==> src/shared/split_pkg.sv <==
// Purpose: constants and types shared by the memory split decoder ends
// Assumes: byte-wide I/O registers, 32-bit memory addresses
// Notes:   host register offsets are byte addresses on AXI4-Lite
package split_pkg;
  // ---------------------------------------------------------------
  // device I/O registers
  // ---------------------------------------------------------------
  localparam logic [15:0] SPLIT_BASE_OFS = 16'h00e0;
  localparam logic [15:0] ENCODING_OFS   = 16'h00e1;
  localparam logic [7:0]  BASE_RESET     = 8'h00;
  localparam logic [7:0]  ENC_RESET      = 8'h0e;
  localparam logic [7:0]  BASE_MASK      = 8'h0f;
  localparam logic [7:0]  IO_UNMAPPED    = 8'hff;
  localparam int          RELOC_DIS_BIT  = 3;
  localparam int          LOW512_BIT     = 2;
  localparam int          ROM_KEEP_BIT   = 1;
  // ---------------------------------------------------------------
  // memory map boundaries
  // ---------------------------------------------------------------
  localparam logic [31:0] LOW512_END     = 32'h00080000;
  localparam logic [31:0] VIDEO_START    = 32'h000a0000;
  localparam logic [31:0] CHROM_START    = 32'h000c0000;
  localparam logic [31:0] ROM_START      = 32'h000e0000;
  localparam logic [31:0] ONE_MB         = 32'h00100000;
  localparam logic [31:0] TOP_ROM_START  = 32'hfffe0000;
  localparam logic [19:0] SPLIT_384K     = 20'h60000;
  localparam logic [19:0] SPLIT_512K     = 20'h80000;
  localparam logic [3:0]  BASE_MAX       = 4'hf;
  // ---------------------------------------------------------------
  // controller registers on AXI4-Lite
  // ---------------------------------------------------------------
  localparam logic [7:0]  CTRL_OFS       = 8'h00;
  localparam logic [7:0]  ADDR_OFS       = 8'h04;
  localparam logic [7:0]  WDATA_OFS      = 8'h08;
  localparam logic [7:0]  STATUS_OFS     = 8'h0c;
  localparam int          CTRL_GO_BIT    = 0;
  localparam int          CTRL_IO_BIT    = 1;
  localparam int          CTRL_WR_BIT    = 2;
  localparam logic [1:0]  RESP_OKAY      = 2'h0;
  localparam logic [1:0]  RESP_SLVERR    = 2'h2;

  typedef enum logic [3:0] {
    TGT_NONE, TGT_LOW_RAM, TGT_VIDEO, TGT_CHAN_ROM, TGT_BOARD_ROM,
    TGT_ROMSPACE_RAM, TGT_EXT_RAM, TGT_CHAN_RAM, TGT_SPLIT_RAM
  } target_e;
endpackage

==> src/shared/mem_cycle_if.sv <==
// Purpose: processor cycle carrier between controller and decoder
// Assumes: both ends on aclk; one cycle under way at a time
// Notes:   answer is a one-cycle pulse, one cycle after the request
`timescale 1ns/10ps
interface mem_cycle_if;
  import split_pkg::*;
  logic        cyc_valid;  // request pulse
  logic        cyc_io;     // 1 = I/O cycle, 0 = memory cycle
  logic        cyc_write;  // 1 = write
  logic [31:0] cyc_addr;   // memory address or I/O port in [15:0]
  logic [7:0]  cyc_wdata;  // I/O write data
  logic        ans_valid;  // answer pulse
  logic [7:0]  ans_rdata;  // I/O read data
  target_e     ans_target; // decoded memory target

  modport proc  (output cyc_valid, cyc_io, cyc_write, cyc_addr,
                 cyc_wdata, input ans_valid, ans_rdata, ans_target);
  modport board (input cyc_valid, cyc_io, cyc_write, cyc_addr,
                 cyc_wdata, output ans_valid, ans_rdata, ans_target);
endinterface

==> src/logic/axil_regs.sv <==
// Purpose: AXI4-Lite slave holding the controller's own registers
// Assumes: one write and one read under way at a time
// Notes:   go is a one-cycle pulse; unmapped offsets answer SLVERR
//
// Added by the designer: the AXI4-Lite register port.
`timescale 1ns/10ps
module axil_regs (
  input  wire logic        aclk,          // system clock
  input  wire logic        aresetn,       // sync reset, active low
  input  wire logic        s_axi_awvalid, // write address valid
  output logic             s_axi_awready, // write address ready
  input  wire logic [7:0]  s_axi_awaddr,  // write address
  input  wire logic        s_axi_wvalid,  // write data valid
  output logic             s_axi_wready,  // write data ready
  input  wire logic [31:0] s_axi_wdata,   // write data
  input  wire logic [3:0]  s_axi_wstrb,   // byte enables
  output logic             s_axi_bvalid,  // write response valid
  input  wire logic        s_axi_bready,  // write response ready
  output logic [1:0]       s_axi_bresp,   // write response
  input  wire logic        s_axi_arvalid, // read address valid
  output logic             s_axi_arready, // read address ready
  input  wire logic [7:0]  s_axi_araddr,  // read address
  output logic             s_axi_rvalid,  // read data valid
  input  wire logic        s_axi_rready,  // read data ready
  output logic [31:0]      s_axi_rdata,   // read data
  output logic [1:0]       s_axi_rresp,   // read response
  output logic             go,            // command start pulse
  output logic [2:0]       ctrl,          // stored command bits
  output logic [31:0]      cmd_addr,      // stored cycle address
  output logic [7:0]       cmd_wdata,     // stored write data
  input  wire logic [31:0] status         // status word to read
);
  import split_pkg::*;
  logic        aw_got_reg, aw_got_next, w_got_reg, w_got_next;
  logic [7:0]  aw_addr_reg, aw_addr_next;
  logic [31:0] w_data_reg, w_data_next;
  logic [3:0]  w_strb_reg, w_strb_next;
  logic        bvalid_reg, bvalid_next, rvalid_reg, rvalid_next;
  logic [1:0]  bresp_reg, bresp_next, rresp_reg, rresp_next;
  logic [31:0] rdata_reg, rdata_next, addr_reg, addr_next;
  logic [2:0]  ctrl_reg, ctrl_next;
  logic [7:0]  wdata_reg, wdata_next;
  logic        go_reg, go_next;

  assign s_axi_awready = !aw_got_reg && !bvalid_reg;
  assign s_axi_wready  = !w_got_reg && !bvalid_reg;
  assign s_axi_arready = !rvalid_reg;
  assign s_axi_bvalid  = bvalid_reg;
  assign s_axi_bresp   = bresp_reg;
  assign s_axi_rvalid  = rvalid_reg;
  assign s_axi_rdata   = rdata_reg;
  assign s_axi_rresp   = rresp_reg;
  assign go            = go_reg;
  assign ctrl          = ctrl_reg;
  assign cmd_addr      = addr_reg;
  assign cmd_wdata     = wdata_reg;

  // channel capture, register writes and read answers
  always_comb begin
    aw_got_next = aw_got_reg;
    aw_addr_next = aw_addr_reg;
    w_got_next = w_got_reg;
    w_data_next = w_data_reg;
    w_strb_next = w_strb_reg;
    bvalid_next = bvalid_reg && !s_axi_bready;
    bresp_next = bresp_reg;
    rvalid_next = rvalid_reg && !s_axi_rready;
    rresp_next = rresp_reg;
    rdata_next = rdata_reg;
    addr_next = addr_reg;
    ctrl_next = ctrl_reg;
    wdata_next = wdata_reg;
    go_next = 1'b0;
    if (s_axi_awvalid && s_axi_awready) begin
      aw_got_next = 1'b1;
      aw_addr_next = s_axi_awaddr;
    end
    if (s_axi_wvalid && s_axi_wready) begin
      w_got_next = 1'b1;
      w_data_next = s_axi_wdata;
      w_strb_next = s_axi_wstrb;
    end
    if (aw_got_reg && w_got_reg) begin
      aw_got_next = 1'b0;
      w_got_next = 1'b0;
      bvalid_next = 1'b1;
      bresp_next = RESP_OKAY;
      case (aw_addr_reg)
        CTRL_OFS: if (w_strb_reg[0]) begin
          ctrl_next = w_data_reg[2:0];
          go_next = w_data_reg[CTRL_GO_BIT];
        end
        ADDR_OFS: for (int i = 0; i < 4; i++) begin
          if (w_strb_reg[i]) addr_next[i*8 +: 8] = w_data_reg[i*8 +: 8];
        end
        WDATA_OFS: if (w_strb_reg[0]) wdata_next = w_data_reg[7:0];
        STATUS_OFS: bresp_next = RESP_OKAY;
        default: bresp_next = RESP_SLVERR;
      endcase
    end
    if (s_axi_arvalid && s_axi_arready) begin
      rvalid_next = 1'b1;
      rresp_next = RESP_OKAY;
      case (s_axi_araddr)
        CTRL_OFS:   rdata_next = {29'h0, ctrl_reg};
        ADDR_OFS:   rdata_next = addr_reg;
        WDATA_OFS:  rdata_next = {24'h0, wdata_reg};
        STATUS_OFS: rdata_next = status;
        default: begin
          rdata_next = 32'h0;
          rresp_next = RESP_SLVERR;
        end
      endcase
    end
  end

  // register stage
  always_ff @(posedge aclk) begin
    if (!aresetn) begin
      aw_got_reg <= 1'b0;
      aw_addr_reg <= 8'h0;
      w_got_reg <= 1'b0;
      w_data_reg <= 32'h0;
      w_strb_reg <= 4'h0;
      bvalid_reg <= 1'b0;
      bresp_reg <= RESP_OKAY;
      rvalid_reg <= 1'b0;
      rresp_reg <= RESP_OKAY;
      rdata_reg <= 32'h0;
      addr_reg <= 32'h0;
      ctrl_reg <= 3'h0;
      wdata_reg <= 8'h0;
      go_reg <= 1'b0;
    end else begin
      aw_got_reg <= aw_got_next;
      aw_addr_reg <= aw_addr_next;
      w_got_reg <= w_got_next;
      w_data_reg <= w_data_next;
      w_strb_reg <= w_strb_next;
      bvalid_reg <= bvalid_next;
      bresp_reg <= bresp_next;
      rvalid_reg <= rvalid_next;
      rresp_reg <= rresp_next;
      rdata_reg <= rdata_next;
      addr_reg <= addr_next;
      ctrl_reg <= ctrl_next;
      wdata_reg <= wdata_next;
      go_reg <= go_next;
    end
  end
endmodule

==> src/logic/split_controller.sv <==
// Purpose: processor-side end issuing I/O and memory cycles
// Assumes: software orders cycles through axil_regs
// Notes:   refuses register writes that the decoder cannot accept, except an encoding write that enables relocation while the base is 0
`timescale 1ns/10ps
module split_controller (
  input  wire logic        aclk,          // system clock
  input  wire logic        aresetn,       // sync reset, active low
  mem_cycle_if.proc        bus,           // link to the decoder
  input  wire logic        s_axi_awvalid, // write address valid
  output logic             s_axi_awready, // write address ready
  input  wire logic [7:0]  s_axi_awaddr,  // write address
  input  wire logic        s_axi_wvalid,  // write data valid
  output logic             s_axi_wready,  // write data ready
  input  wire logic [31:0] s_axi_wdata,   // write data
  input  wire logic [3:0]  s_axi_wstrb,   // byte enables
  output logic             s_axi_bvalid,  // write response valid
  input  wire logic        s_axi_bready,  // write response ready
  output logic [1:0]       s_axi_bresp,   // write response
  input  wire logic        s_axi_arvalid, // read address valid
  output logic             s_axi_arready, // read address ready
  input  wire logic [7:0]  s_axi_araddr,  // read address
  output logic             s_axi_rvalid,  // read data valid
  input  wire logic        s_axi_rready,  // read data ready
  output logic [31:0]      s_axi_rdata,   // read data
  output logic [1:0]       s_axi_rresp,   // read response
  input  wire logic        mem_16m_or_more // memory reaches 16M
);
  import split_pkg::*;
  typedef enum logic {H_IDLE, H_WAIT} hstate_e;
  hstate_e     st_reg, st_next;
  logic        go;
  logic [2:0]  ctrl;
  logic [31:0] cmd_addr, status;
  logic [7:0]  cmd_wdata, wr_val, enc_reg, enc_next;
  logic        done_reg, done_next, refused_reg, refused_next;
  logic        valid_reg, valid_next, io_reg, io_next, wr_reg, wr_next;
  logic [31:0] addr_reg, addr_next;
  logic [7:0]  wd_reg, wd_next, rd_reg, rd_next;
  target_e     tgt_reg, tgt_next;
  logic        is_base, is_enc, bad;

  axil_regs axil_regs_inst (
    .aclk(aclk), .aresetn(aresetn),
    .s_axi_awvalid(s_axi_awvalid), .s_axi_awready(s_axi_awready),
    .s_axi_awaddr(s_axi_awaddr), .s_axi_wvalid(s_axi_wvalid),
    .s_axi_wready(s_axi_wready), .s_axi_wdata(s_axi_wdata),
    .s_axi_wstrb(s_axi_wstrb), .s_axi_bvalid(s_axi_bvalid),
    .s_axi_bready(s_axi_bready), .s_axi_bresp(s_axi_bresp),
    .s_axi_arvalid(s_axi_arvalid), .s_axi_arready(s_axi_arready),
    .s_axi_araddr(s_axi_araddr), .s_axi_rvalid(s_axi_rvalid),
    .s_axi_rready(s_axi_rready), .s_axi_rdata(s_axi_rdata),
    .s_axi_rresp(s_axi_rresp), .go(go), .ctrl(ctrl),
    .cmd_addr(cmd_addr), .cmd_wdata(cmd_wdata), .status(status)
  );

  assign status = {12'h0, tgt_reg, rd_reg, 4'h0, enc_reg[RELOC_DIS_BIT],
                   refused_reg, done_reg, st_reg == H_WAIT};
  assign bus.cyc_valid = valid_reg;
  assign bus.cyc_io    = io_reg;
  assign bus.cyc_write = wr_reg;
  assign bus.cyc_addr  = addr_reg;
  assign bus.cyc_wdata = wd_reg;

  // write screening against the decoder's known settings
  always_comb begin
    is_base = ctrl[CTRL_IO_BIT] && ctrl[CTRL_WR_BIT]
              && cmd_addr[15:0] == SPLIT_BASE_OFS;
    is_enc  = ctrl[CTRL_IO_BIT] && ctrl[CTRL_WR_BIT]
              && cmd_addr[15:0] == ENCODING_OFS;
    wr_val = cmd_wdata;
    if (is_base) wr_val = cmd_wdata & BASE_MASK;
    if (is_enc && mem_16m_or_more)
      wr_val[RELOC_DIS_BIT] = 1'b1;
    bad = 1'b0;
    if (is_base && !enc_reg[RELOC_DIS_BIT] && wr_val[3:0] == 4'h0)
      bad = 1'b1;
    if (is_enc && !wr_val[RELOC_DIS_BIT] && !wr_val[ROM_KEEP_BIT])
      bad = 1'b1;
  end

  // command sequencing and result capture
  always_comb begin
    st_next = st_reg;
    valid_next = 1'b0;
    io_next = io_reg;
    wr_next = wr_reg;
    addr_next = addr_reg;
    wd_next = wd_reg;
    rd_next = rd_reg;
    tgt_next = tgt_reg;
    enc_next = enc_reg;
    done_next = done_reg;
    refused_next = refused_reg;
    case (st_reg)
      H_IDLE: if (go) begin
        done_next = 1'b0;
        refused_next = bad;
        if (!bad) begin
          valid_next = 1'b1;
          io_next = ctrl[CTRL_IO_BIT];
          wr_next = ctrl[CTRL_WR_BIT];
          addr_next = cmd_addr;
          wd_next = wr_val;
          if (is_enc) enc_next = wr_val;
          st_next = H_WAIT;
        end
      end
      H_WAIT: if (bus.ans_valid) begin
        rd_next = bus.ans_rdata;
        tgt_next = bus.ans_target;
        done_next = 1'b1;
        st_next = H_IDLE;
      end
      default: st_next = H_IDLE;
    endcase
  end

  // register stage
  always_ff @(posedge aclk) begin
    if (!aresetn) begin
      st_reg <= H_IDLE;
      valid_reg <= 1'b0;
      io_reg <= 1'b0;
      wr_reg <= 1'b0;
      addr_reg <= 32'h0;
      wd_reg <= 8'h0;
      rd_reg <= 8'h0;
      tgt_reg <= TGT_NONE;
      enc_reg <= ENC_RESET;
      done_reg <= 1'b0;
      refused_reg <= 1'b0;
    end else begin
      st_reg <= st_next;
      valid_reg <= valid_next;
      io_reg <= io_next;
      wr_reg <= wr_next;
      addr_reg <= addr_next;
      wd_reg <= wd_next;
      rd_reg <= rd_next;
      tgt_reg <= tgt_next;
      enc_reg <= enc_next;
      done_reg <= done_next;
      refused_reg <= refused_next;
    end
  end
endmodule

==> src/flat_wrapper.sv <==
// flat-port wrapper written by rule: the top's interface ports become plain ports
module split_controller_flat import split_pkg::*;
  (aclk, aresetn, s_axi_awvalid, s_axi_awready, s_axi_awaddr, s_axi_wvalid, s_axi_wready, s_axi_wdata, s_axi_wstrb, s_axi_bvalid, s_axi_bready, s_axi_bresp, s_axi_arvalid, s_axi_arready, s_axi_araddr, s_axi_rvalid, s_axi_rready, s_axi_rdata, s_axi_rresp, mem_16m_or_more, bus_cyc_valid, bus_cyc_io, bus_cyc_write, bus_cyc_addr, bus_cyc_wdata, bus_ans_valid, bus_ans_rdata, bus_ans_target);
  mem_cycle_if bus_i ();
  input  wire logic aclk;
  input  wire logic aresetn;
  input  wire logic s_axi_awvalid;
  output logic s_axi_awready;
  input  wire logic [7:0] s_axi_awaddr;
  input  wire logic s_axi_wvalid;
  output logic s_axi_wready;
  input  wire logic [31:0] s_axi_wdata;
  input  wire logic [3:0] s_axi_wstrb;
  output logic s_axi_bvalid;
  input  wire logic s_axi_bready;
  output logic [1:0] s_axi_bresp;
  input  wire logic s_axi_arvalid;
  output logic s_axi_arready;
  input  wire logic [7:0] s_axi_araddr;
  output logic s_axi_rvalid;
  input  wire logic s_axi_rready;
  output logic [31:0] s_axi_rdata;
  output logic [1:0] s_axi_rresp;
  input  wire logic mem_16m_or_more;
  output wire logic [$bits(bus_i.cyc_valid)-1:0] bus_cyc_valid;
  output wire logic [$bits(bus_i.cyc_io)-1:0] bus_cyc_io;
  output wire logic [$bits(bus_i.cyc_write)-1:0] bus_cyc_write;
  output wire logic [$bits(bus_i.cyc_addr)-1:0] bus_cyc_addr;
  output wire logic [$bits(bus_i.cyc_wdata)-1:0] bus_cyc_wdata;
  input wire logic [$bits(bus_i.ans_valid)-1:0] bus_ans_valid;
  input wire logic [$bits(bus_i.ans_rdata)-1:0] bus_ans_rdata;
  input wire logic [$bits(bus_i.ans_target)-1:0] bus_ans_target;
  assign bus_cyc_valid = bus_i.cyc_valid;
  assign bus_cyc_io = bus_i.cyc_io;
  assign bus_cyc_write = bus_i.cyc_write;
  assign bus_cyc_addr = bus_i.cyc_addr;
  assign bus_cyc_wdata = bus_i.cyc_wdata;
  assign bus_i.ans_valid = bus_ans_valid;
  assign bus_i.ans_rdata = bus_ans_rdata;
  assign bus_i.ans_target = bus_ans_target;
  split_controller u_core (.aclk(aclk), .aresetn(aresetn), .bus(bus_i), .s_axi_awvalid(s_axi_awvalid), .s_axi_awready(s_axi_awready), .s_axi_awaddr(s_axi_awaddr), .s_axi_wvalid(s_axi_wvalid), .s_axi_wready(s_axi_wready), .s_axi_wdata(s_axi_wdata), .s_axi_wstrb(s_axi_wstrb), .s_axi_bvalid(s_axi_bvalid), .s_axi_bready(s_axi_bready), .s_axi_bresp(s_axi_bresp), .s_axi_arvalid(s_axi_arvalid), .s_axi_arready(s_axi_arready), .s_axi_araddr(s_axi_araddr), .s_axi_rvalid(s_axi_rvalid), .s_axi_rready(s_axi_rready), .s_axi_rdata(s_axi_rdata), .s_axi_rresp(s_axi_rresp), .mem_16m_or_more(mem_16m_or_more));
endmodule
==> config.mk <==
export PLATFORM = sky130hd
export DESIGN_NAME = split_controller_flat
export DESIGN_NICKNAME = d
export VERILOG_FILES = /design/src/shared/split_pkg.sv /design/src/shared/mem_cycle_if.sv /design/src/logic/axil_regs.sv /design/src/logic/split_controller.sv /design/src/flat_wrapper.sv
export SDC_FILE = /design/constraint.sdc
export NUM_CORES = 1
export LEC_CHECK = 0
export BUFFER_PORTS_ARGS = -buffer_cell sky130_fd_sc_hd__buf_4
export CORE_UTILIZATION = 54
export DETAILED_ROUTE_END_ITERATION = 10
export PLACE_DENSITY = 0.79
export RECOVER_POWER = 50
export SYNTH_ARGS = -nofsm -noshare
export SYNTH_HDL_FRONTEND = slang
export SYNTH_HIERARCHICAL = 1
export SYNTH_SLANG_ARGS = --single-unit
==> constraint.sdc <==
create_clock -name aclk -period 2.69 [get_ports aclk]
set_input_delay 0.538 -clock aclk [delete_from_list [all_inputs] [get_ports aclk]]
set_output_delay 0.538 -clock aclk [all_outputs]
set_load 0.05 [all_outputs]
==> results of run 1 <==
[critical path: stages, from the launching register on]
cell and delay [ps]:
sky130_fd_sc_hd__dfxtp_1 520, sky130_fd_sc_hd__a21oi_1 140, sky130_fd_sc_hd__and4_4 240, sky130_fd_sc_hd__nor2_4 810, sky130_fd_sc_hd__buf_4 380, sky130_fd_sc_hd__mux2i_1 220
[Yosys cell counts, types with 2 or more instances]
library cell,count,area (um^2)
sky130_fd_sc_hd__nor3b_1,2,15.0
sky130_fd_sc_hd__nor4b_2,2,30.0
sky130_fd_sc_hd__a22oi_1,5,37.5
sky130_fd_sc_hd__buf_4,2,15.0
sky130_fd_sc_hd__nor4_1,2,12.5
sky130_fd_sc_hd__a21boi_0,12,90.1
sky130_fd_sc_hd__mux2i_1,88,881
sky130_fd_sc_hd__nor2b_1,5,31.3
sky130_fd_sc_hd__or4_1,2,15.0
sky130_fd_sc_hd__nor4_4,3,63.8
sky130_fd_sc_hd__nand3_1,2,10.0
sky130_fd_sc_hd__clkbuf_1,52,195
sky130_fd_sc_hd__and2_1,2,12.5
sky130_fd_sc_hd__nand4_1,25,156
sky130_fd_sc_hd__a21oi_1,71,355
sky130_fd_sc_hd__buf_1,3,11.3
sky130_fd_sc_hd__mux2_2,29,327
sky130_fd_sc_hd__nand2_1,283,1060
sky130_fd_sc_hd__nand4b_1,2,17.5
sky130_fd_sc_hd__buf_6,5,56.3
sky130_fd_sc_hd__nor2_1,13,48.8
sky130_fd_sc_hd__inv_1,6,22.5
sky130_fd_sc_hd__mux4_2,3,67.6
sky130_fd_sc_hd__a22o_1,3,26.3
sky130_fd_sc_hd__conb_1,2,7.51
sky130_fd_sc_hd__dfxtp_1,185,3700
sky130_fd_sc_hd__nand2b_1,5,31.3
sky130_fd_sc_hd__o2bb2ai_1,9,78.8
[metrics by stage]
stage / instances / hold WS (ps) / power, mW / utilization (%)
2_1_floorplan: 859 / 432 / 3.15 / -
3_3_place_gp: 1144 / 443 / 3.31 / 66.1
3_5_place_dp: 1144 / 447 / 3.32 / 66.1
4_1_cts: 1174 / 336 / 5.59 / 70.1
5_1_grt: 1174 / 352 / 5.76 / 67.9
6_report: 1174 / 343 / 5.57 / 67.9
[cell families after synthesis]
family	after synthesis
compound gates	109
buf+inv	69
flops	185
mux	120
other cells	2
simple gates	358
[where the power goes]
part	switching (mW)	total (mW)	internal, mW
clock network	0.971	2.31	1.34
registers	0.0394	2.83	2.79
logic	0.262	0.428	0.166
[placed cells by master, fill, tap and decap left out, types with 9 or more instances in the layout]
cell type                   instances
sky130_fd_sc_hd__a21boi_0          12
sky130_fd_sc_hd__nand4_1           25
sky130_fd_sc_hd__buf_4             95
sky130_fd_sc_hd__mux2_2            29
sky130_fd_sc_hd__nand2_1          283
sky130_fd_sc_hd__conb_1            18
sky130_fd_sc_hd__o2bb2ai_1          9
sky130_fd_sc_hd__nor2_1            13
sky130_fd_sc_hd__clkbuf_16         17
sky130_fd_sc_hd__a21oi_1           71
sky130_fd_sc_hd__mux2i_1           88
sky130_fd_sc_hd__dfxtp_1          185
sky130_fd_sc_hd__clkbuf_1          81
[final cells by class]
cell class                      count  share of cell area [%]
Timing Repair Buffer              172                    11.2
Sequential cell                   185                    40.6
Multi-Input combinational cell    605                    39.7
Clock buffer                       27                    5.40
Inverter                            6                   0.247
Clock inverter                      3                   0.439
Tap cell                          176                    2.41
[path summary, 6_finish.rpt]
check        depth (start not counted)                                                  to  slack, ps
max                                  5                u_core/bus.cyc_addr[24]$_SDFFE_PN0P_        290
min reg2reg                          2  u_core/axil_regs_inst/s_axi_rdata[26]$_SDFFE_PN0P_        450
min                                  3   u_core/axil_regs_inst/aw_addr_reg[0]$_SDFFE_PN0P_        340
max reg2reg                          5                u_core/bus.cyc_addr[24]$_SDFFE_PN0P_        290
[per-layer routing]
layer	GRT usage (%)	wire [um]	vias to the layer above
li1	-	-	3132
met1	39.7	8900	3035
met2	40.6	8430	312
met3	5.61	1870	33
met4	11.0	466	0
met5	0	0	-
==> results, run 1 <==
- The highest attainable clock frequency is 417 MHz.
- The post-placement setup slack is between 200 and 300 ps.
- The layout-stage area growth over the synthesis result is 20.8%.
- The proportion of layout cells with a drive suffix above 1 is between 10% and 20%.
- STA classifies the critical path startpoint as a flop.
- The synthesized-area fraction occupied by and/or/nand/nor cells is between 20% and 30%.
- The worst register-to-register path begins at u_core/axil_regs_inst/cmd_addr[0]$_SDFFE_PN0P_.
- Counting flops and latches in the post-synthesis netlist gives around 190.
- The final critical path takes up between 80% and 90% of the cycle.
- Of all flip-flops after synthesis, the portion carrying an async set or reset was 0%.
- The netlist area before placement is 7550 um^2.
- The finished cells cover 9130 um^2.
- The placement-stage cell area is approximately 8900 um^2.
- The analysis attributes to cell leakage a power of ~3.4 nW.
- Buffers placed on the I/O ports in this run total 154.
- TritonCTS built the clock tree.
- The first-pass GRT wire length is 31000 um.
- The class of the worst hold path is input port to flop.
- The footprint of the multi-input gates is 3630 um^2.
- The synthesized netlist cell count is ~840.
- The count of unresolved DRC violations after routing is 0.
- The number of flops mapped to enable cells by yosys is 0.
- The vertical die dimension is between 100 and 150 um.
- Sequential cells were found to cover 49.0% of the synthesized design area.
- The synthesized-area fraction occupied by xor and xnor cells is 0%.
- The critical hold path startpoint is s_axi_awaddr[0].
- For this design the ratio of total power to cell area is a little over 600 nW/um^2.
- The core region is about 13000 um^2.
- The count of nets left with antenna violations once routing finished came out at 0.
- After synthesis, the share of cell area in mux cells is approximately 17%.
- The data arrival time at the worst-slack endpoint is 2750 ps.
- The tool flagged a number of max-cap violations equal to 0.
- The average wire per cell in the routed design is 16.7 um.
- In the global route stage, overall resource usage came out at between 20% and 30%.
- The via count of the first global-routing pass is 5913.
- The initial DRC count is between 600 and 700.
- In this run the horizontal extent of the chip is ~120 um.
- The number of I/O pins is between 150 and 200.
- Clock-pin slew was measured on the worst setup and hold paths at 60 ps.
- The largest family of logic cells by synthesized area is simple AND/OR/NAND/NOR gates.
- STA puts the critical path data required time at 3040 ps.
- The number of setup buffers added after CTS is 0.
- Clock tree synthesis selected as its root buffer the cell sky130_fd_sc_hd__clkbuf_16.
- The maximum clock insertion buffer count is 2.
- The number of clock sinks is 185.
- The total of hold buffers inserted after clock tree synthesis is 0.
- For this block, the via count after detailed routing is 6512.
- The compound-cell area share of the yosys netlist is between 8 and 9%.
- The final routed wirelength across all metal layers is about 20000 um.
- The number of H-tree levels is 4.
- Clock skew on the completed layout was measured at between 9 and 10 ps.
- The number of endpoints failing setup at the final stage is 0.
- The largest net degree at the start of global routing is around 110.
- The final hold violation count came to 0.
- At the end of routability-driven placement, the weighted congestion stood at ~0.83.
- The count of inserted antenna diode cells is 0.
- The number of rows in the core area is between 40 and 50.
- The initial core utilization is approximately 56%.
- For the final routed database, the setup TNS stands at 0 ps.
- The sequential cells in the finished layout cover a total of approximately 3700 um^2.
- The final layout contains roughly 1.1k nets.
- Across the VDD grid, the largest voltage drop is between 400 and 500 uV.
- The number of fill cells in the layout is between 1k and 1.5k.
- The worst setup path is of the flop to flop kind.
- The final-report max-slew violation count came to 0.
- The final global-route overflow total is 0.
- The post-synthesis adder-cell area fraction is 0%.
- The flow ran to the end, and the final reports show no timing, DRC or antenna violations.
- The number of antenna violations at the first check in global routing is 0.
- The via-per-instance ratio is 5.55.
- The die outline area is about 14000 um^2.
- The total CTS buffers is 17.
- In the synthesized netlist the dominant register cell turns out to be sky130_fd_sc_hd__dfxtp_1.
- The Yosys step of the flow raised 6 warnings.
- The first TritonRoute pass finished after 5 iterations.
- For the pin with the worst max-slew slack, the measured transition is 1080 ps.
- The start point of the critical path is u_core/axil_regs_inst/cmd_addr[0]$_SDFFE_PN0P_.
- Headroom to the max-slew limit came out at between 20% and 30%.
- The worst setup path is captured at a flop.
- Of all nets on the critical path, the largest fanout is 31.
- The estimated wirelength of the detail-placed design is about 13000 um.
- Setup repair after global routing left no endpoint under its margin.
- Once the clock tree was built, the resizer swapped 0 gates to a different size.
- The number of different library cells used by synthesis comes to 48.
- The clock latency at the later pin of the worst-skew pair is 430 ps.
- Setup slack closes at between 200 and 300 ps.
- The average instance in the mapped netlist occupies between 8 and 9 um^2.
- The clock period could shrink to 2400 ps.
No activity file was read; power rests on OpenSTA's default activity.
==> run 2: changes to the inputs <==
--- a/config.mk
+++ b/config.mk
@@ -6,8 +6,10 @@
 export NUM_CORES = 1
 export LEC_CHECK = 0
 export BUFFER_PORTS_ARGS = -buffer_cell sky130_fd_sc_hd__buf_4
+export CORE_MARGIN = 8
 export CORE_UTILIZATION = 54
 export DETAILED_ROUTE_END_ITERATION = 10
+export HOLD_SLACK_MARGIN = 0.05
 export PLACE_DENSITY = 0.79
 export RECOVER_POWER = 50
 export SYNTH_ARGS = -nofsm -noshare
==> run 2 against run 1 <==
Combinational power hardly changed. Total power grew 3.1%. Fmax is 5.2% higher. Sequential share of layout area down 0.67 points. Via count down 0.72%. Design area is 1.7% higher. Critical path type is now input port to flop. Largest cell class unchanged. Highest routed layer unchanged.
==> results, run 2 (synthesis results as in run 1) <==
- The number of endpoints failing setup at the final stage is 0.
- Global routing used roughly 22% of the available tracks.
- The number of nets in the final layout is 1060.
- The slew at the pin with the worst max-slew slack is between 900 and 1000 ps.
- The portion of total power attributed to sequential cells is 49.3%.
- The via-per-instance ratio is 5.49.
- The number of setup buffers added after CTS is 0.
- The cell at the root of the clock tree is sky130_fd_sc_hd__clkbuf_16.
- The maximum vdd ir drop is 447 uV.
- The total of hold buffers inserted after clock tree synthesis is 0.
- Setup repair after global routing left no endpoint under its margin.
- For flop-to-flop paths, the worst setup slack is ~430 ps.
- The library cell used most frequently in the layout, excluding fill and tap cells, is sky130_fd_sc_hd__nand2_1.
- The first detailed-routing pass ran for 5 iterations.
- Summed over all layers, the routed wires come to 20500 um.
- The number of antenna diodes in the final layout is 0.
- The initial DRC count is ~660.
- The critical path is of the input port to flop type.
- The die covers between 15000 and 20000 um^2.
- The power per unit of standard cell area is between 600 and 700 nW/um^2.
- The tree built by TritonCTS fans out to 185 sinks.
- Per report_power, the clock group accounts for roughly 43% of the total.
- The final cell count without fillers is around 1.2k.
- The slowest cell on the critical path is sky130_fd_sc_hd__buf_2.
- The share of total power consumed by net switching is approximately 23%.
- The proportion of layout cells with a drive suffix above 1 is 19.8%.
- STA classifies the critical path startpoint as an input port.
- The critical path data required time is around 3000 ps.
- The area growth from synthesis to layout is 22.9%.
- The worst hold path stage count is 3.
- Once detailed placement completed, the half-perimeter wirelength came to ~15000 um.
- The congestion estimate from routability-driven global placement came to 0.818.
- The setup TNS is 0 ps.
- Port buffering added 154 buffers.
- The switching component of the power is about 1.3 mW.
- The final-report max-slew violation count is 0.
- The number of gates resized after cts is 0.
- The worst setup path is captured at a flop.
- The number of antenna violations at the first check in global routing is 0.
- Timing would allow up to around 440 MHz.
- The start point of the critical path is aresetn.
- The placement-stage cell area is approximately 8900 um^2.
- The post-placement setup slack is 374 ps.
- The max-slew headroom at the worst pin is 34.1%.
- The largest net degree at the start of global routing is 54.
- The instance count after placement with tap cells included is between 1k and 1.5k.
- The clock tree from TritonCTS is built.
- The largest fanout on the critical path is 47.
- The clock period could shrink to roughly 2300 ps.
- The via count of the first global-routing pass came to 6218.
- The first global-routing pass estimated around 33000 um of wire.
- The largest single stage delay on the critical path is around 730 ps.
- The min-delay analysis places its worst path in the category input port to flop.
- The floorplan step set the die height to ~130 um.
- The maximum clock insertion buffer count is 2.
- In this run the critical register-to-register path is launched from u_core/axil_regs_inst/cmd_addr[13]$_SDFFE_PN0P_.
- The critical hold path startpoint is s_axi_awaddr[1].
- The post-route clock period utilization is 84.8%.
- The number of rows in the core area is 43.
- After global routing the overflow that remains totals 0.
- The sequential cells in the finished layout cover a total of 3700 um^2.
- The final hold violation count is 0.
- The core region area is approximately 14000 um^2.
- In this run the number of H-tree levels came out at 4.
- The footprint of the multi-input gates is 3630 um^2.
- Leaving out fill and tap cells, the most frequent cells in the layout are sky130_fd_sc_hd__nand2_1 (283), sky130_fd_sc_hd__dfxtp_1 (185), sky130_fd_sc_hd__buf_4 (123).
- The routed layout has 6465 vias.
- The flow ran to the end, and the final reports show no timing, DRC or antenna violations.
- Counting cells, the worst reg-to-reg path comes to 6.
- The data arrival time at the worst-slack endpoint is about 2600 ps.
- Counting the fill cells in the layout gives 1177.
- The clock latency at the later pin of the worst-skew pair is around 420 ps.
- The number of I/O pins is about 160.
- The initial utilization of the core area, before any placement, comes to a little over half.
- The post-detailed-route count of antenna-violating nets is 0.
- Setup slack closes at between 400 and 500 ps.
- Of the total power, combinational logic draws 7.5%.
- The cell internal power dissipation is around 4.4 mW.
- The leakage power is between 3 and 4 nW.
- In this run, CTS created clock tree buffers numbering 17.
- The sink of the worst hold path is u_core/axil_regs_inst/aw_addr_reg[1]$_SDFFE_PN0P_.
- After clock tree synthesis, the clock-pin slew on the worst setup and hold paths is 60 ps.
- The final clock skew is between 8 and 9 ps.
- For this run, design rule violations remaining after detail routing come to 0.
- The average wire per cell in the routed design is 17.4 um.
- The worst register-to-register path ends at u_core/bus.cyc_io$_SDFFE_PN0P_.
- The max-capacitance violation count is 0.
- From left edge to right edge, the die measures between 100 and 150 um.
- Once layout is done, the placed cells without fillers occupy 9280 um^2.
- The signal on the critical path passes through clkbuf_2, inv_1, buf_2, a21oi_1.
==> run 2: routing by layer <==
layer / part of all wire, % / vias up / track usage, %
met5: 0 / - / 0
met4: 1.9 / 0 / 8.86
met3: 8.1 / 29 / 5.50
met2: 44 / 249 / 32.6
met1: 46 / 3062 / 31.2
li1: - / 3125 / -
==> run 2: how the worst max path moves through the flow <==
stage	endpoint	depth (start not counted)
after detailed placement	u_core/bus.cyc_addr[26]$_SDFFE_PN0P_	6
after CTS	u_core/bus.cyc_addr[26]$_SDFFE_PN0P_	6
final	u_core/axil_regs_inst/w_data_reg[22]$_SDFFE_PN0P_	4
after global placement	u_core/bus.cyc_addr[18]$_SDFFE_PN0P_	6
after floorplan	u_core/axil_regs_inst/cmd_addr[0]$_SDFFE_PN0P_	5
after global routing	u_core/axil_regs_inst/aw_addr_reg[5]$_SDFFE_PN0P_	4
==> run 2: area by class of cell <==
| type | count | area share (%) |
|---|---|---|
| Clock inverter | 7 | 0.984 |
| Multi-Input combinational cell | 605 | 39.1 |
| Sequential cell | 185 | 39.9 |
| Inverter | 6 | 0.243 |
| Tap cell | 180 | 2.43 |
| Clock buffer | 23 | 5.37 |
| Timing Repair Buffer | 172 | 12.0 |
==> run 2: worst max-delay path: cells and delay by family <==
| kind | cells | cell delay, ps |
|---|---|---|
| buffers and inverters | 3 | 1870 |
| AO/OA/AOI/OAI | 1 | 100 |
==> run 2: power groups by stage <==
| stage | Sequential [mW] | Clock [mW] | Combinational (mW) |
|---|---|---|---|
| 6_report | 2.83 | 2.48 | 0.431 |
| 5_1_grt | 2.84 | 2.65 | 0.472 |
| 4_1_cts | 2.83 | 2.50 | 0.437 |
| 3_5_place_dp | 2.89 | 0 | 0.434 |
| 3_3_place_gp | 2.89 | 0 | 0.431 |
| 2_1_floorplan | 2.89 | 0 | 0.264 |
==> run 2: through the flow <==
step | utilization, % | power (mW) | hold slack, ps
floorplan | - | 3.15 | 432
global placement | 64.6 | 3.32 | 442
detailed placement | 64.6 | 3.32 | 445
CTS | 68.9 | 5.77 | 341
global route | 67.4 | 5.95 | 348
finish | 67.4 | 5.74 | 356
==> run 3: changes to the inputs <==
--- a/config.mk
+++ b/config.mk
@@ -5,12 +5,13 @@
 export SDC_FILE = /design/constraint.sdc
 export NUM_CORES = 1
 export LEC_CHECK = 0
+export ABC_AREA = 1
 export BUFFER_PORTS_ARGS = -buffer_cell sky130_fd_sc_hd__buf_4
 export CORE_MARGIN = 8
-export CORE_UTILIZATION = 54
+export CORE_UTILIZATION = 50
 export DETAILED_ROUTE_END_ITERATION = 10
 export HOLD_SLACK_MARGIN = 0.05
-export PLACE_DENSITY = 0.79
+export PLACE_DENSITY = 0.76
 export RECOVER_POWER = 50
 export SYNTH_ARGS = -nofsm -noshare
 export SYNTH_HDL_FRONTEND = slang
==> constraint.sdc (replaced) <==
create_clock -name aclk -period 2.01 [get_ports aclk]
set_input_delay 0.402 -clock aclk [delete_from_list [all_inputs] [get_ports aclk]]
set_output_delay 0.402 -clock aclk [all_outputs]
set_load 0.05 [all_outputs]
==> run 3 against run 2 <==
Combinational power up 47%. Critical path type is now flop to flop. Total power up 34%. Register-to-register slack worse by 270 ps.
==> results, run 3 <==
- The vertical die dimension is 141 um.
- The library cell occupying the most area in the post-synthesis netlist is sky130_fd_sc_hd__dfxtp_1.
- The worst setup path is captured at a flop.
- Yosys instantiated no cell more often than sky130_fd_sc_hd__nand2_1.
- The cell count after synthesis came out at about 1.1k.
- The repair_antennas step left the layout with diodes totalling 0.
- Setup slack on the critical path of the routed design comes to ~160 ps.
- The total CTS buffers is 17.
- The leakage power is 4.03 nW.
- Hold timing on the final database bottoms out at a slack of ~160 ps.
- Max-cap violations in this run came to 0.
- The global-route total usage across every layer is 21.2%.
- The die outline area is ~20000 um^2.
- STA puts the critical path data required time at between 2000 and 2500 ps.
- The capture point of the worst reg-to-reg path is u_core/bus.cyc_addr[19]$_SDFFE_PN0P_.
- Setup violations remaining at the end of the flow were counted as 0.
- After global routing the overflow that remains totals 0.
- Global routing consumed, on the met1 layer, between 30% and 40% of the routing resources.
- Once detail routing completed, the nets flagged for antenna violations numbered 0.
- Including well taps, the total number of placed cells is 1395.
- The final hold violation count is 0.
- The clock arrives with around 6.3 ps of skew.
- After synthesis, the mean cell area works out to between 7 and 8 um^2.
- The worst setup path is of the flop to flop kind.
- The core region area is approximately 15000 um^2.
- Measured on the finished design, the core utilization comes to between 60 and 70%.
- By count the netlist is led by sky130_fd_sc_hd__nand2_1 (254), sky130_fd_sc_hd__dfxtp_1 (185), sky130_fd_sc_hd__nor2_1 (169), sky130_fd_sc_hd__a21oi_1 (83), sky130_fd_sc_hd__nand3_1 (77).
- After the first detailed-routing iteration, the DRC count stood at roughly 840.
- For hold timing, the worst endpoint is u_core/axil_regs_inst/s_axi_bvalid$_SDFF_PN0_.
- The number of flops mapped to enable cells by yosys is 0.
- TritonCTS built the clock tree.
- The Yosys step of the flow raised 6 warnings.
- The run finished with clean final reports.
- The largest net degree at the start of global routing is between 60 and 70.
- Leaving out fill and tap cells, the most frequent cell in the layout is sky130_fd_sc_hd__nand2_1.
- In this run the core area contains 45 standard-cell rows.
- Summing all placed instances gives a cell area of approximately 9200 um^2.
- Once the clock tree was built, the resizer swapped 0 gates to a different size.
- At the worst endpoint, the arrival time is roughly 2200 ps.
- The number of fill cells in the layout is ~1.5k.
- The estimated wirelength of the detail-placed design is 15000 um.
- The via count of the first global-routing pass is ~6.6k.
- The number of distinct library cells after synthesis is 34.
- The flop and latch count out of synthesis is about 190.
- The logic depth of the worst register-to-register path is 10.
- The clock latency at the later pin of the worst-skew pair is 430 ps.
- The first detailed-routing pass took 5 iterations.
- Dividing the detail-routed wire length by the instance count gives approximately 15 um.
- For this run, global-route usage on met3 was measured as 5.60%.
- The first-pass GRT wire length is roughly 34000 um.
- The shortest period the worst path allows is between 1500 and 2000 ps.
- The number of buffers added on ports is 154.
- For the pin with the worst max-slew slack, the measured transition is approximately 720 ps.
- The maximum clock insertion buffer count is 2.
- Routability-driven placement finished with a final weighted congestion of 0.864.
- The post-layout total power is between 7 and 8 mW.
- The number of setup buffers added after CTS is 0.
- Yosys attributes the largest share of cell area to sky130_fd_sc_hd__dfxtp_1 (47%), sky130_fd_sc_hd__nand2_1 (12%), sky130_fd_sc_hd__nor2_1 (8.1%), sky130_fd_sc_hd__a21oi_1 (5.3%), sky130_fd_sc_hd__nand3_1 (4.9%).
- The largest fanout on the critical path is 42.
- For this run, the post-layout net count is about 1.3k.
- The final routed wirelength across all metal layers is about 22000 um.
- The highest attainable clock frequency is about 540 MHz.
- Headroom to the max-slew limit came out at ~52%.
- The final-report max-slew violation count was 0.
- The cell at the root of the clock tree is sky130_fd_sc_hd__clkbuf_16.
- At the placement stage, the worst setup path has a slack of 196 ps.
- Compared with the post-synthesis result, the final layout area differs by 21.3%.
- The register area share after synthesis is between 40% and 50%.
- The floorplan die width is roughly 140 um.
- After global routing, the most crowded layer is met1.
- The critical hold path startpoint is s_axi_bready.
- For this configuration, the core starts out at a cell density of between 50 and 60%.
- The worst hold path stage count is 2.
- Hold repair after CTS inserted 0 buffers.
- In the routed design, unresolved DRC markers number 0.
- In the layout the commonest cells are sky130_fd_sc_hd__nand2_1 (254), sky130_fd_sc_hd__dfxtp_1 (185), sky130_fd_sc_hd__nor2_1 (169).
- The number of clock sinks is between 150 and 200.
- The area used by sequential logic in the layout is about 3700 um^2.
- The routing usage on met2 is 30.2%.
- The number of antenna violations at the first check in global routing came to 0.
- The clock-pin slew on the worst setup and hold paths is approximately 70 ps.
- The share of flip-flops with an asynchronous set or reset is 0%.
- The class of the worst hold path is input port to flop.
- Setup repair after global routing left no endpoint under its margin.
- 157 I/O pins were placed.
- The number of H-tree levels is 4.
- Excluding fillers, the count of instances in the completed layout stands at 1426.
- Summing all non-filler instances in the final layout gives an area of approximately 9500 um^2.
- In the synthesized netlist the dominant register cell turns out to be sky130_fd_sc_hd__dfxtp_1.
- The mapped netlist covers 7840 um^2.
- The power per unit of standard cell area is ~810 nW/um^2.
- Across all register-to-register paths, the minimum setup slack is 160 ps.
- The post-route netlist has 14.6% of its cells at a drive strength greater than 1.
- Of the available clock period, the critical path in the final layout requires between 90% and 100%.
- The footprint of the multi-input gates is 3630 um^2.
- STA classifies the critical path startpoint as a flop.
- The routed layout has between 7k and 8k vias.
- In the routed layout, each cell is associated on average with a via count of ~5.1.
- In the final timing run, aggregate negative setup slack is 0 ps.
- VDD sags by at most around 550 uV.
- The top-area cell type share of the netlist area is 47.3%.
- In this run the critical register-to-register path is launched from u_core/axil_regs_inst/cmd_addr[0]$_SDFFE_PN0P_.
run 3: cell count changes after synthesis, sizes merged, moves of 23 or more:
cell and change:
o21ai +65, inv +39, nand3 +95, mux2 -29
nand2 -25, nor2 +159, buf +30, clkbuf -23
mux2i -88
run 3: how the worst max path moves through the flow:
stage                                                                   end  cells after the start                                           start  slack (ps)
after floorplan           u_core/axil_regs_inst/aw_addr_reg[2]$_SDFFE_PN0P_                      5   u_core/axil_regs_inst/s_axi_bvalid$_SDFF_PN0_          30
after CTS                              u_core/bus.cyc_addr[19]$_SDFFE_PN0P_                     10  u_core/axil_regs_inst/cmd_addr[0]$_SDFFE_PN0P_         180
after global placement                  u_core/bus.cyc_addr[6]$_SDFFE_PN0P_                     10  u_core/axil_regs_inst/cmd_addr[0]$_SDFFE_PN0P_         240
final                                  u_core/bus.cyc_addr[19]$_SDFFE_PN0P_                     10  u_core/axil_regs_inst/cmd_addr[0]$_SDFFE_PN0P_         160
after global routing                   u_core/bus.cyc_addr[28]$_SDFFE_PN0P_                     10  u_core/axil_regs_inst/cmd_addr[0]$_SDFFE_PN0P_          40
after detailed placement               u_core/bus.cyc_addr[19]$_SDFFE_PN0P_                     10  u_core/axil_regs_inst/cmd_addr[0]$_SDFFE_PN0P_         200
run 3: logic make-up after synthesis:
| logic type | after synthesis | synth area share, % |
|---|---|---|
| flip-flops | 185 | 47.3 |
| AO/OA/AOI/OAI | 150 | 9.63 |
| AND/OR/NAND/NOR | 606 | 35.9 |
| other | 2 | 0.0958 |
| buffers and inverters | 117 | 7.11 |
run 3: cell type report:
class / instances / area share (%)
inverters: 47 / 1.86
repair buffers: 178 / 12.2
well taps: 211 / 2.78
clock buffers: 25 / 5.32
clock inverters: 6 / 0.671
flip-flops and latches: 185 / 39.0
multi-input cells: 774 / 38.2
run 3: critical path, cell delays in order, from the launching register on:
cell and delay, ps:
sky130_fd_sc_hd__dfxtp_1 540, sky130_fd_sc_hd__inv_2 70, sky130_fd_sc_hd__nor2_1 100, sky130_fd_sc_hd__nand3_1 90, sky130_fd_sc_hd__nor2_2 110, sky130_fd_sc_hd__nand3_1 100
sky130_fd_sc_hd__nand2_2 110, sky130_fd_sc_hd__nand2_4 80, sky130_fd_sc_hd__buf_4 300, sky130_fd_sc_hd__nand4_1 170, sky130_fd_sc_hd__nand2_1 60
run 3: power breakdown:
part | total, mW | switching [mW] | leakage (nW) | internal (mW)
combinational | 0.634 | 0.407 | 2.25 | 0.226
sequential | 3.81 | 0.0477 | 1.50 | 3.76
clock | 3.23 | 1.37 | 0.275 | 1.86
total | 7.68 | 1.82 | 4.03 | 5.86
run 3: layer usage:
layer / wire length (um) / up-vias
li1: - / 3739
met3: 1860 / 19
met1: 10500 / 3264
met5: 0 / -
met4: 235 / 0
met2: 8910 / 304
